### src/core/irq_pin_pkg.sv
// constants for the interrupt pin configuration block
package irq_pin_pkg;
    // register indices; the byte address is four times the index
    localparam logic [7:0] IDX_PIN1_CFG = 8'h53;
    localparam logic [7:0] IDX_PIN2_CFG = 8'h54;
    localparam logic [7:0] IDX_HOLD_MODE = 8'h55;
    localparam logic [7:0] IDX_IRQ_STATUS = 8'h60;
    localparam logic [7:0] IDX_IRQ_MASK = 8'h61;

    // decoded register selects
    localparam logic [2:0] SEL_NONE = 3'h0;
    localparam logic [2:0] SEL_PIN1 = 3'h1;
    localparam logic [2:0] SEL_PIN2 = 3'h2;
    localparam logic [2:0] SEL_HOLD = 3'h3;
    localparam logic [2:0] SEL_STAT = 3'h4;
    localparam logic [2:0] SEL_MASK = 3'h5;

    // pin configuration field positions
    localparam int CFG_W = 5;
    localparam int CFG_EDGE = 0;
    localparam int CFG_LVL = 1;
    localparam int CFG_OD = 2;
    localparam int CFG_OUT_EN = 3;
    localparam int CFG_IN_EN = 4;
    localparam int HOLD_BIT = 0;

    // status and mask layout
    localparam int ST_W = 4;
    localparam int ST_SENSE1 = 0;
    localparam int ST_SENSE2 = 1;
    localparam int ST_OUT1 = 2;
    localparam int ST_OUT2 = 3;

    // reset values
    localparam logic [CFG_W-1:0] CFG_RST = 5'h00;
    localparam logic HOLD_RST = 1'b0;
    localparam logic [ST_W-1:0] STAT_RST = 4'h0;
    localparam logic [ST_W-1:0] MASK_RST = 4'h0;

    // bus encodings
    localparam logic [1:0] HTRANS_NONSEQ = 2'h2;
    localparam logic HRESP_OKAY = 1'b0;
endpackage
### src/core/interrupt_pin_config.sv
// interrupt pin configuration block with ahb-lite register slave
`timescale 1ns/100ps
module interrupt_pin_config #(
    parameter int ADDR_W = 12
) (
    input wire logic core_clk,
    input wire logic rstn,
    input wire logic hsel,
    input wire logic [ADDR_W-1:0] haddr,
    input wire logic [1:0] htrans,
    input wire logic hwrite,
    input wire logic [2:0] hsize,
    input wire logic [31:0] hwdata,
    input wire logic hready,
    output logic hreadyout,
    output logic [31:0] hrdata,
    output logic hresp,
    input wire logic [1:0] evt_req,
    input wire logic first_interrupt_pin_in,
    output logic first_interrupt_pin_out,
    output logic first_interrupt_pin_oe,
    input wire logic second_interrupt_pin_in,
    output logic second_interrupt_pin_out,
    output logic second_interrupt_pin_oe,
    output logic irq
);
    localparam int ST_W = irq_pin_pkg::ST_W;
    localparam int CFG_W = irq_pin_pkg::CFG_W;

    // reset release
    logic rst_meta_ff, rst_sync_ff;

    always_ff @(posedge core_clk or negedge rstn) begin
        if (!rstn) begin
            rst_meta_ff <= 1'b0;
            rst_sync_ff <= 1'b0;
        end else begin
            rst_meta_ff <= 1'b1;
            rst_sync_ff <= rst_meta_ff;
        end
    end

    // address decode, word aligned; anything else selects nothing
    function automatic logic [2:0] reg_sel(input logic [ADDR_W-1:0] addr);
        logic [ADDR_W-1:0] a;
        a = addr;
        reg_sel = irq_pin_pkg::SEL_NONE;
        if (a[1:0] == 2'h0 && a[ADDR_W-1:10] == '0) begin
            case (a[9:2])
                irq_pin_pkg::IDX_PIN1_CFG: reg_sel = irq_pin_pkg::SEL_PIN1;
                irq_pin_pkg::IDX_PIN2_CFG: reg_sel = irq_pin_pkg::SEL_PIN2;
                irq_pin_pkg::IDX_HOLD_MODE: reg_sel = irq_pin_pkg::SEL_HOLD;
                irq_pin_pkg::IDX_IRQ_STATUS: reg_sel = irq_pin_pkg::SEL_STAT;
                irq_pin_pkg::IDX_IRQ_MASK: reg_sel = irq_pin_pkg::SEL_MASK;
                default: reg_sel = irq_pin_pkg::SEL_NONE;
            endcase
        end
    endfunction

    // bus and register state
    logic wr_pend_ff, nxt_wr_pend;
    logic [2:0] wr_sel_ff, nxt_wr_sel;
    logic [31:0] rdata_ff, nxt_rdata;
    logic ready_ff, resp_ff;
    logic [CFG_W-1:0] cfg1_ff, nxt_cfg1;
    logic [CFG_W-1:0] cfg2_ff, nxt_cfg2;
    logic hold_ff, nxt_hold;
    logic [ST_W-1:0] status_ff, nxt_status;
    logic [ST_W-1:0] mask_ff, nxt_mask;
    logic irq_ff, nxt_irq;
    logic [ST_W-1:0] clr, set;
    logic [2:0] sel;
    logic addr_phase;
    logic [1:0] active, sense_evt, ack, pin_in, pin_out, pin_oe;

    always_comb begin
        addr_phase = hready & hsel & (htrans == irq_pin_pkg::HTRANS_NONSEQ);
        sel = reg_sel(haddr);
        nxt_wr_pend = addr_phase & hwrite;
        nxt_wr_sel = addr_phase ? sel : irq_pin_pkg::SEL_NONE;
        // read data is fetched in the address phase so hrdata comes from a flop
        nxt_rdata = 32'h0000_0000;
        if (addr_phase && !hwrite) begin
            case (sel)
                irq_pin_pkg::SEL_PIN1: nxt_rdata[CFG_W-1:0] = cfg1_ff;
                irq_pin_pkg::SEL_PIN2: nxt_rdata[CFG_W-1:0] = cfg2_ff;
                irq_pin_pkg::SEL_HOLD: nxt_rdata[irq_pin_pkg::HOLD_BIT] = hold_ff;
                irq_pin_pkg::SEL_STAT: nxt_rdata[ST_W-1:0] = status_ff;
                irq_pin_pkg::SEL_MASK: nxt_rdata[ST_W-1:0] = mask_ff;
                default: nxt_rdata = 32'h0000_0000;
            endcase
        end
    end

    // data phase write effects
    always_comb begin
        nxt_cfg1 = cfg1_ff;
        nxt_cfg2 = cfg2_ff;
        nxt_hold = hold_ff;
        nxt_mask = mask_ff;
        clr = '0;
        if (wr_pend_ff) begin
            case (wr_sel_ff)
                irq_pin_pkg::SEL_PIN1: nxt_cfg1 = hwdata[CFG_W-1:0];
                irq_pin_pkg::SEL_PIN2: nxt_cfg2 = hwdata[CFG_W-1:0];
                irq_pin_pkg::SEL_HOLD: nxt_hold = hwdata[irq_pin_pkg::HOLD_BIT];
                irq_pin_pkg::SEL_STAT: clr = hwdata[ST_W-1:0];
                irq_pin_pkg::SEL_MASK: nxt_mask = hwdata[ST_W-1:0];
                default: clr = '0;
            endcase
        end
        // writing one to an output status bit also acknowledges the held pin
        ack[0] = clr[irq_pin_pkg::ST_OUT1];
        ack[1] = clr[irq_pin_pkg::ST_OUT2];
        set = '0;
        set[irq_pin_pkg::ST_SENSE1] = sense_evt[0];
        set[irq_pin_pkg::ST_SENSE2] = sense_evt[1];
        set[irq_pin_pkg::ST_OUT1] = evt_req[0];
        set[irq_pin_pkg::ST_OUT2] = evt_req[1];
        // an event in the clearing cycle survives
        nxt_status = (status_ff & ~clr) | set;
        nxt_irq = |(status_ff & mask_ff);
    end

    always_ff @(posedge core_clk or negedge rst_sync_ff) begin
        if (!rst_sync_ff) begin
            wr_pend_ff <= 1'b0;
            wr_sel_ff <= irq_pin_pkg::SEL_NONE;
            rdata_ff <= 32'h0000_0000;
            ready_ff <= 1'b0;
            resp_ff <= irq_pin_pkg::HRESP_OKAY;
            cfg1_ff <= irq_pin_pkg::CFG_RST;
            cfg2_ff <= irq_pin_pkg::CFG_RST;
            hold_ff <= irq_pin_pkg::HOLD_RST;
            status_ff <= irq_pin_pkg::STAT_RST;
            mask_ff <= irq_pin_pkg::MASK_RST;
            irq_ff <= 1'b0;
        end else begin
            wr_pend_ff <= nxt_wr_pend;
            wr_sel_ff <= nxt_wr_sel;
            rdata_ff <= nxt_rdata;
            // zero wait states: ready rises one edge after reset release
            ready_ff <= 1'b1;
            resp_ff <= irq_pin_pkg::HRESP_OKAY;
            cfg1_ff <= nxt_cfg1;
            cfg2_ff <= nxt_cfg2;
            hold_ff <= nxt_hold;
            status_ff <= nxt_status;
            mask_ff <= nxt_mask;
            irq_ff <= nxt_irq;
        end
    end

    assign pin_in[0] = first_interrupt_pin_in;
    assign pin_in[1] = second_interrupt_pin_in;

    // one channel per pin, both sharing the hold mode bit
    for (genvar i = 0; i < 2; i++) begin : g_pin
        irq_pin_channel u_chan (
            .core_clk(core_clk),
            .rst_n(rst_sync_ff),
            .cfg(i == 0 ? cfg1_ff : cfg2_ff),
            .hold_mode(hold_ff),
            .evt_req(evt_req[i]),
            .ack(ack[i]),
            .pin_in(pin_in[i]),
            .pin_out(pin_out[i]),
            .pin_oe(pin_oe[i]),
            .active(active[i]),
            .sense_evt(sense_evt[i])
        );
    end

    assign first_interrupt_pin_out = pin_out[0];
    assign first_interrupt_pin_oe = pin_oe[0];
    assign second_interrupt_pin_out = pin_out[1];
    assign second_interrupt_pin_oe = pin_oe[1];
    assign hreadyout = ready_ff;
    assign hrdata = rdata_ff;
    assign hresp = resp_ff;
    assign irq = irq_ff;

    edge_pulse1_a: assert property (@(posedge core_clk) disable iff (!rst_sync_ff)
        (cfg1_ff[irq_pin_pkg::CFG_EDGE] && $stable(cfg1_ff) && sense_evt[0]) |=> !sense_evt[0])
        else $error("edge mode sensed first pin twice in a row");

    level_hold1_a: assert property (@(posedge core_clk) disable iff (!rst_sync_ff)
        (cfg1_ff[irq_pin_pkg::CFG_IN_EN] && !cfg1_ff[irq_pin_pkg::CFG_EDGE] && sense_evt[0])
        |-> ##1 status_ff[irq_pin_pkg::ST_SENSE1])
        else $error("level sense on first pin did not set status");

    polarity1_a: assert property (@(posedge core_clk) disable iff (!rst_sync_ff)
        ($past(cfg1_ff[irq_pin_pkg::CFG_OUT_EN]) && !$past(cfg1_ff[irq_pin_pkg::CFG_OD]))
        |-> first_interrupt_pin_out == ($past(active[0]) ~^ $past(cfg1_ff[irq_pin_pkg::CFG_LVL])))
        else $error("first pin level does not match polarity");

    open_drain1_a: assert property (@(posedge core_clk) disable iff (!rst_sync_ff)
        $past(cfg1_ff[irq_pin_pkg::CFG_OD]) |-> !first_interrupt_pin_out &&
        (first_interrupt_pin_oe == ($past(cfg1_ff[irq_pin_pkg::CFG_OUT_EN])
        && ($past(active[0]) != $past(cfg1_ff[irq_pin_pkg::CFG_LVL])))))
        else $error("first pin open drain drive wrong");

    drive_off1_a: assert property (@(posedge core_clk) disable iff (!rst_sync_ff)
        !cfg1_ff[irq_pin_pkg::CFG_OUT_EN] [*2] |-> !first_interrupt_pin_oe)
        else $error("first pin driven while disabled");

    drive_on1_a: assert property (@(posedge core_clk) disable iff (!rst_sync_ff)
        ($past(cfg1_ff[irq_pin_pkg::CFG_OUT_EN]) && !$past(cfg1_ff[irq_pin_pkg::CFG_OD]))
        |-> first_interrupt_pin_oe)
        else $error("first pin not driven while enabled");

    sense_off1_a: assert property (@(posedge core_clk) disable iff (!rst_sync_ff)
        !cfg1_ff[irq_pin_pkg::CFG_IN_EN] |-> !sense_evt[0])
        else $error("first pin sensed while input disabled");

    edge_pulse2_a: assert property (@(posedge core_clk) disable iff (!rst_sync_ff)
        (cfg2_ff[irq_pin_pkg::CFG_EDGE] && $stable(cfg2_ff) && sense_evt[1]) |=> !sense_evt[1])
        else $error("edge mode sensed second pin twice in a row");

    level_hold2_a: assert property (@(posedge core_clk) disable iff (!rst_sync_ff)
        (cfg2_ff[irq_pin_pkg::CFG_IN_EN] && !cfg2_ff[irq_pin_pkg::CFG_EDGE] && sense_evt[1])
        |-> ##1 status_ff[irq_pin_pkg::ST_SENSE2])
        else $error("level sense on second pin did not set status");

    polarity2_a: assert property (@(posedge core_clk) disable iff (!rst_sync_ff)
        ($past(cfg2_ff[irq_pin_pkg::CFG_OUT_EN]) && !$past(cfg2_ff[irq_pin_pkg::CFG_OD]))
        |-> second_interrupt_pin_out == ($past(active[1]) ~^ $past(cfg2_ff[irq_pin_pkg::CFG_LVL])))
        else $error("second pin level does not match polarity");

    open_drain2_a: assert property (@(posedge core_clk) disable iff (!rst_sync_ff)
        $past(cfg2_ff[irq_pin_pkg::CFG_OD]) |-> !second_interrupt_pin_out &&
        (second_interrupt_pin_oe == ($past(cfg2_ff[irq_pin_pkg::CFG_OUT_EN])
        && ($past(active[1]) != $past(cfg2_ff[irq_pin_pkg::CFG_LVL])))))
        else $error("second pin open drain drive wrong");

    drive_off2_a: assert property (@(posedge core_clk) disable iff (!rst_sync_ff)
        $past(cfg2_ff[irq_pin_pkg::CFG_OUT_EN]) == 1'b0 |-> !second_interrupt_pin_oe)
        else $error("second pin driven while disabled");

    drive_on2_a: assert property (@(posedge core_clk) disable iff (!rst_sync_ff)
        ($past(cfg2_ff[irq_pin_pkg::CFG_OUT_EN]) && !$past(cfg2_ff[irq_pin_pkg::CFG_OD]))
        |-> second_interrupt_pin_oe)
        else $error("second pin not driven while enabled");

    sense_off2_a: assert property (@(posedge core_clk) disable iff (!rst_sync_ff)
        (!cfg2_ff[irq_pin_pkg::CFG_IN_EN] && !status_ff[irq_pin_pkg::ST_SENSE2])
        |=> !status_ff[irq_pin_pkg::ST_SENSE2])
        else $error("second pin status set while input disabled");

    live_follow_a: assert property (@(posedge core_clk) disable iff (!rst_sync_ff)
        (!$past(hold_ff) && $past(cfg1_ff[irq_pin_pkg::CFG_LVL]) && !$past(cfg1_ff[irq_pin_pkg::CFG_OD]))
        |-> first_interrupt_pin_out == $past(evt_req[0]))
        else $error("non-latched pin does not follow event");

    latch_keep_a: assert property (@(posedge core_clk) disable iff (!rst_sync_ff)
        (hold_ff && active[0] && !ack[0]) ##1 hold_ff |-> active[0])
        else $error("latched first pin dropped without acknowledge");

    latch_keep2_a: assert property (@(posedge core_clk) disable iff (!rst_sync_ff)
        (hold_ff && active[1] && !ack[1]) ##1 hold_ff |-> active[1])
        else $error("latched second pin dropped without acknowledge");

    bus_okay_a: assert property (@(posedge core_clk) disable iff (!rst_sync_ff)
        hresp == irq_pin_pkg::HRESP_OKAY)
        else $error("bus response not okay");

    irq_level_a: assert property (@(posedge core_clk) disable iff (!rst_sync_ff)
        ##1 irq == |($past(status_ff) & $past(mask_ff)))
        else $error("interrupt output does not match masked status");
endmodule // interrupt_pin_config

### src/core/irq_pin_channel.sv
// one interrupt pin: output drive, hold latch and input sensing
`timescale 1ns/100ps
module irq_pin_channel (
    input wire logic core_clk,
    input wire logic rst_n,
    input wire logic [irq_pin_pkg::CFG_W-1:0] cfg,
    input wire logic hold_mode,
    input wire logic evt_req,
    input wire logic ack,
    input wire logic pin_in,
    output logic pin_out,
    output logic pin_oe,
    output logic active,
    output logic sense_evt
);
    logic held_ff, nxt_held;
    logic out_ff, nxt_out;
    logic oe_ff, nxt_oe;
    logic sync1_ff, sync2_ff, prev_ff;
    logic pin_level, in_now, in_prev;

    always_comb begin
        // set wins over an acknowledge in the same cycle
        nxt_held = evt_req | (held_ff & ~ack);
        active = hold_mode ? held_ff : evt_req;
        pin_level = cfg[irq_pin_pkg::CFG_LVL] ? active : ~active;
        // open drain only ever pulls low; the high level comes from the pull-up
        if (cfg[irq_pin_pkg::CFG_OD]) begin
            nxt_out = 1'b0;
            nxt_oe = cfg[irq_pin_pkg::CFG_OUT_EN] & ~pin_level;
        end else begin
            nxt_out = pin_level;
            nxt_oe = cfg[irq_pin_pkg::CFG_OUT_EN];
        end
        // the active level of a sensed input follows the polarity bit
        in_now = cfg[irq_pin_pkg::CFG_LVL] ? sync2_ff : ~sync2_ff;
        in_prev = cfg[irq_pin_pkg::CFG_LVL] ? prev_ff : ~prev_ff;
        if (!cfg[irq_pin_pkg::CFG_IN_EN]) begin
            sense_evt = 1'b0;
        end else if (cfg[irq_pin_pkg::CFG_EDGE]) begin
            sense_evt = in_now & ~in_prev;
        end else begin
            sense_evt = in_now;
        end
    end

    always_ff @(posedge core_clk or negedge rst_n) begin
        if (!rst_n) begin
            held_ff <= 1'b0;
            out_ff <= 1'b0;
            oe_ff <= 1'b0;
            sync1_ff <= 1'b0;
            sync2_ff <= 1'b0;
            prev_ff <= 1'b0;
        end else begin
            held_ff <= nxt_held;
            out_ff <= nxt_out;
            oe_ff <= nxt_oe;
            sync1_ff <= pin_in;
            sync2_ff <= sync1_ff;
            prev_ff <= sync2_ff;
        end
    end

    assign pin_out = out_ff;
    assign pin_oe = oe_ff;
endmodule // irq_pin_channel

### config.mk
export PLATFORM = sky130hd
export DESIGN_NAME = interrupt_pin_config
export DESIGN_NICKNAME = d
export VERILOG_FILES = /design/src/core/irq_pin_pkg.sv /design/src/core/interrupt_pin_config.sv /design/src/core/irq_pin_channel.sv
export SDC_FILE = /design/constraint.sdc
export NUM_CORES = 1
export LEC_CHECK = 0
export BUFFER_PORTS_ARGS = -buffer_cell sky130_fd_sc_hd__buf_2
export CAP_MARGIN = 20
export CORE_MARGIN = 2
export CORE_UTILIZATION = 32
export DETAILED_ROUTE_END_ITERATION = 16
export GPL_TIMING_DRIVEN = 1
export REMOVE_ABC_BUFFERS = 1
export SYNTH_ARGS = -nofsm -noshare
export SYNTH_HDL_FRONTEND = slang
export SYNTH_SLANG_ARGS = --single-unit
### constraint.sdc
create_clock -name core_clk -period 4.15 [get_ports core_clk]
set_clock_uncertainty 0.1 [all_clocks]
set_input_delay 0.2075 -clock core_clk [delete_from_list [all_inputs] [get_ports core_clk]]
set_output_delay 0.2075 -clock core_clk [all_outputs]
set_load 0.05 [all_outputs]
==> summary.txt <==
TIMING
--------------------------------------------------------------------------------
Hold Slack ........................................................   0.02890 ns
Slew @ Worst Pin ..................................................     1.115 ns
Post-route setup TNS ..............................................         0 ns
Setup violations, final ...........................................            0
Achievable clock frequency ........................................   0.5104 GHz
Worst slew margin relative to its limit ...........................       0.2462
Final Hold Vio Count ..............................................            0
Min cycle time layout .............................................     1.959 ns
Worst setup margin ................................................     2.191 ns
Unrepaired setup endpoints after global routing ...................        false
Tcrit/Tclk final ..................................................       0.4722
Number of max-slew violations in the final report .................            0

LOGIC SYNTHESIS
--------------------------------------------------------------------------------
Share of the synthesized area in compound gates (AO/OA/AOI/OAI) ...      0.08818
Number of synthesized flops with an enable pin ....................            0
Most common flop cell mapped by yosys .............................      dfrtp_1
Synth warn ........................................................            0
Synthesized-area fraction occupied by and/or/nand/nor cells .......       0.1182
Cell variety after synth ..........................................           35
Post-synthesis instance total .....................................          162
Share of cell area taken by muxes after synthesis .................       0.1194
Async S/R FF share, synth .........................................        1.000
Netlist area before placement .....................................     2001 µm²
Post-synthesis xor/xnor area fraction .............................      0.01313
Main combinational cell family by area after synthesis ............ multiplexers
Flip-flop and latch count after synthesis .........................           44
Mean post-synth cell area .........................................    12.35 µm²
Sequential-to-total area share from yosys stat ....................       0.5503
Fraction of the mapped netlist area in adder cells ................            0

DIE
--------------------------------------------------------------------------------
Row count .........................................................           28
Die outline width .................................................     83.07 µm
Initial core utilization ..........................................       0.3340
Floorplan Core Area ...............................................     5991 µm²
Y dimension of the die ............................................     83.07 µm
Number of placed I/O pins .........................................           97
Area of the die ...................................................     6901 µm²

GLOBAL ROUTING
--------------------------------------------------------------------------------
Overall fraction of global-route tracks in use ....................       0.1141
Pin count of the biggest net entering global routing ..............           43
Number of antenna violations at the first check in global routing .            0
GRT Residual Overflow .............................................            0
Global-route wire length before repair ............................      6203 µm
Via count of the first global-routing pass ........................         1248

DETAILED ROUTING
--------------------------------------------------------------------------------
Drt pass-1 iters ..................................................            5
Via count .........................................................         1313
DRT Wirelength ....................................................      3773 µm
Drt first-iter violations .........................................           77
Drt drc ...........................................................            0
Routed wirelength normalized by instance count ....................     13.15 µm
Via-per-instance ratio ............................................        4.575
Post-route antenna net violation count ............................            0

PLACEMENT
--------------------------------------------------------------------------------
Post-placement cell area ..........................................     2187 µm²
Worst slack at placement ..........................................     2.193 ns
I/O Buffers .......................................................           38
Sum of net half-perimeters after detailed placement ...............      2796 µm
Final GP Congestion ...............................................       0.7736
Placed cells ......................................................          276

POWER AND IR DROP
--------------------------------------------------------------------------------
Part of the power in the clock network ............................        0.330
PD cells .......................................................... 354.0 nW/µm²
Combinational group share of total power ..........................        0.132
Total power after layout ..........................................     816.6 µW
Total leakage power ...............................................     1.122 nW
Worst supply voltage drop on vdd ..................................    0.1559 mV
Net switching power of the design .................................     224.0 µW
Fraction of power spent switching nets ............................       0.2743
Portion of total power attributed to sequential cells .............        0.539
Internal Dissipation ..............................................     592.6 µW

CRITICAL PATH
--------------------------------------------------------------------------------
Worst Setup End Kind ..............................................         flop
Arrival time reported for the critical path endpoint ..............      2.04 ns
Req. time, crit path ..............................................      4.23 ns
Crit Path Class ...................................................   reg -> reg
Sort of element at the start of the critical path .................         flop
Worst-path fanout max .............................................            5

CTS
--------------------------------------------------------------------------------
Max clock buf depth ...............................................            2
Clock transition at the registers of the reported paths ...........      0.08 ns
Clk sinks .........................................................           44
Clock buffers created by TritonCTS ................................            5
Later-pin clock latency in the skew report ........................      0.28 ns
CTS H-tree lvls ...................................................            2
TritonCTS clock tree ..............................................        built
Buffer cell driving the clock tree root ...........................     clkbuf_8
Buffer count from post-CTS setup fixing ...........................            0

FINAL LAYOUT
--------------------------------------------------------------------------------
Register cell area after layout ...................................     1101 µm²
Area added between synthesis and finish ...........................       15.32%
Most common cell after layout, fill and taps aside ................      dfrtp_1
Number of non-filler instances in the completed layout ............          287
Number of diodes added for antenna fixing .........................            0
Share of the core filled with cells in the final layout ...........       0.3851
Highest-count cells in the layout ignoring fill and taps .......... dfrtp_1, buf_2, conb_1, mux2_2, nand2_1
Layout net count ..................................................          269
Layout cells sized above 1 ........................................       0.3113
Area of the multi-input gates .....................................    790.8 µm²
Fin area ..........................................................     2307 µm²
Fill cells ........................................................          600

JOB
--------------------------------------------------------------------------------
Max-capacitance violation count ...................................            0

WORST HOLD PATH
--------------------------------------------------------------------------------
HP Class ..........................................................    in -> reg

RUN STATUS
--------------------------------------------------------------------------------
Result of the run ................................................. finished, final reports clean

-- metal layers --
metal,track usage,up-vias,wire (µm)
met5,0,-,0
met4,0.03130,0,31
met3,0.03280,5,266
met2,0.1855,52,1815
met1,0.1490,650,1660
li1,-,606,-
-- power groups by stage --
stage          logic [mW]  clock network, mW  registers, mW
2_1_floorplan      0.0683                  0          0.461
3_3_place_gp        0.105                  0          0.448
3_5_place_dp        0.106                  0          0.449
4_1_cts             0.108              0.282          0.440
5_1_grt             0.115              0.300          0.441
6_report            0.107              0.269          0.440
-- critical path, stage by stage, from the launching register on --
cell and delay [ns]:
dfrtp_1 0.42, nor4bb_1 0.95, nand2_1 0.17, a21o_1 0.22
-- final timing paths --
path / start / to / slack [ns] / cells after the start
worst max-delay path: wr_sel_ff[1]$_DFF_PN0_ / g_pin[1].u_chan.held_ff$_DFF_PN0_ / 2.19 / 3
max in group asynchronous: rst_sync_ff$_DFF_PN0_ / status_ff[0]$_DFF_PN0_ / 3.36 / 1
worst min-delay path: evt_req[1] / status_ff[3]$_DFF_PN0_ / 0.03 / 2
min in group asynchronous: rstn / rst_sync_ff$_DFF_PN0_ / 0.13 / 2
worst max register to register: wr_sel_ff[1]$_DFF_PN0_ / g_pin[1].u_chan.held_ff$_DFF_PN0_ / 2.19 / 3
worst min register to register: rst_sync_ff$_DFF_PN0_ / g_pin[1].u_chan.held_ff$_DFF_PN0_ / 0.21 / 1
-- cell usage after synthesis (2+ instances only) --
| library cell | instances | area share |
|---|---|---|
| o22ai_1 | 4 | 0.013 |
| mux2_2 | 15 | 0.084 |
| a22o_1 | 2 | 0.0088 |
| o31ai_1 | 2 | 0.0075 |
| xor2_1 | 2 | 0.0088 |
| nor2b_1 | 5 | 0.016 |
| a22oi_1 | 6 | 0.023 |
| dfrtp_1 | 44 | 0.55 |
| a21o_1 | 4 | 0.015 |
| a21boi_0 | 2 | 0.0075 |
| buf_4 | 28 | 0.11 |
| mux2i_1 | 7 | 0.035 |
| conb_1 | 2 | 0.0038 |
| nor3_1 | 2 | 0.0050 |
| nand3_1 | 2 | 0.0050 |
| nand2_1 | 11 | 0.021 |
| nor2_1 | 6 | 0.011 |
-- cell families after synthesis --
family / count (synthesis)
DFF: 44
buffers and inverters: 29
other: 2
AOI/OAI and AO/OA: 23
muxes: 22
and+or+nand+nor: 39
xor gates and xnor gates: 3
-- area by class of cell --
type,instances,share of cell area
clock buffers,8,0.03905
well taps,75,0.04067
flip-flops and latches,44,0.4772
inverters,1,0.001627
repair buffers,42,0.09870
multi-input cells,117,0.3427
-- registers in the layout (all words and copies together), names as in the netlist, 2 cells and up --
name and count:
cfg1_ff 5, cfg2_ff 5, hrdata 5, mask_ff 4, status_ff 4, wr_sel_ff 3, g_pin.u_chan.held_ff 2, g_pin.u_chan.pin_oe 2
g_pin.u_chan.pin_out 2, g_pin.u_chan.prev_ff 2, g_pin.u_chan.sync1_ff 2, g_pin.u_chan.sync2_ff 2
-- timing repair --
item                                   in CTS  in global routing
gates resized for setup                     0                  0
endpoints found under the hold margin       4                  0
hold buffers                                3                  0
(Power assumes the default switching activity.)
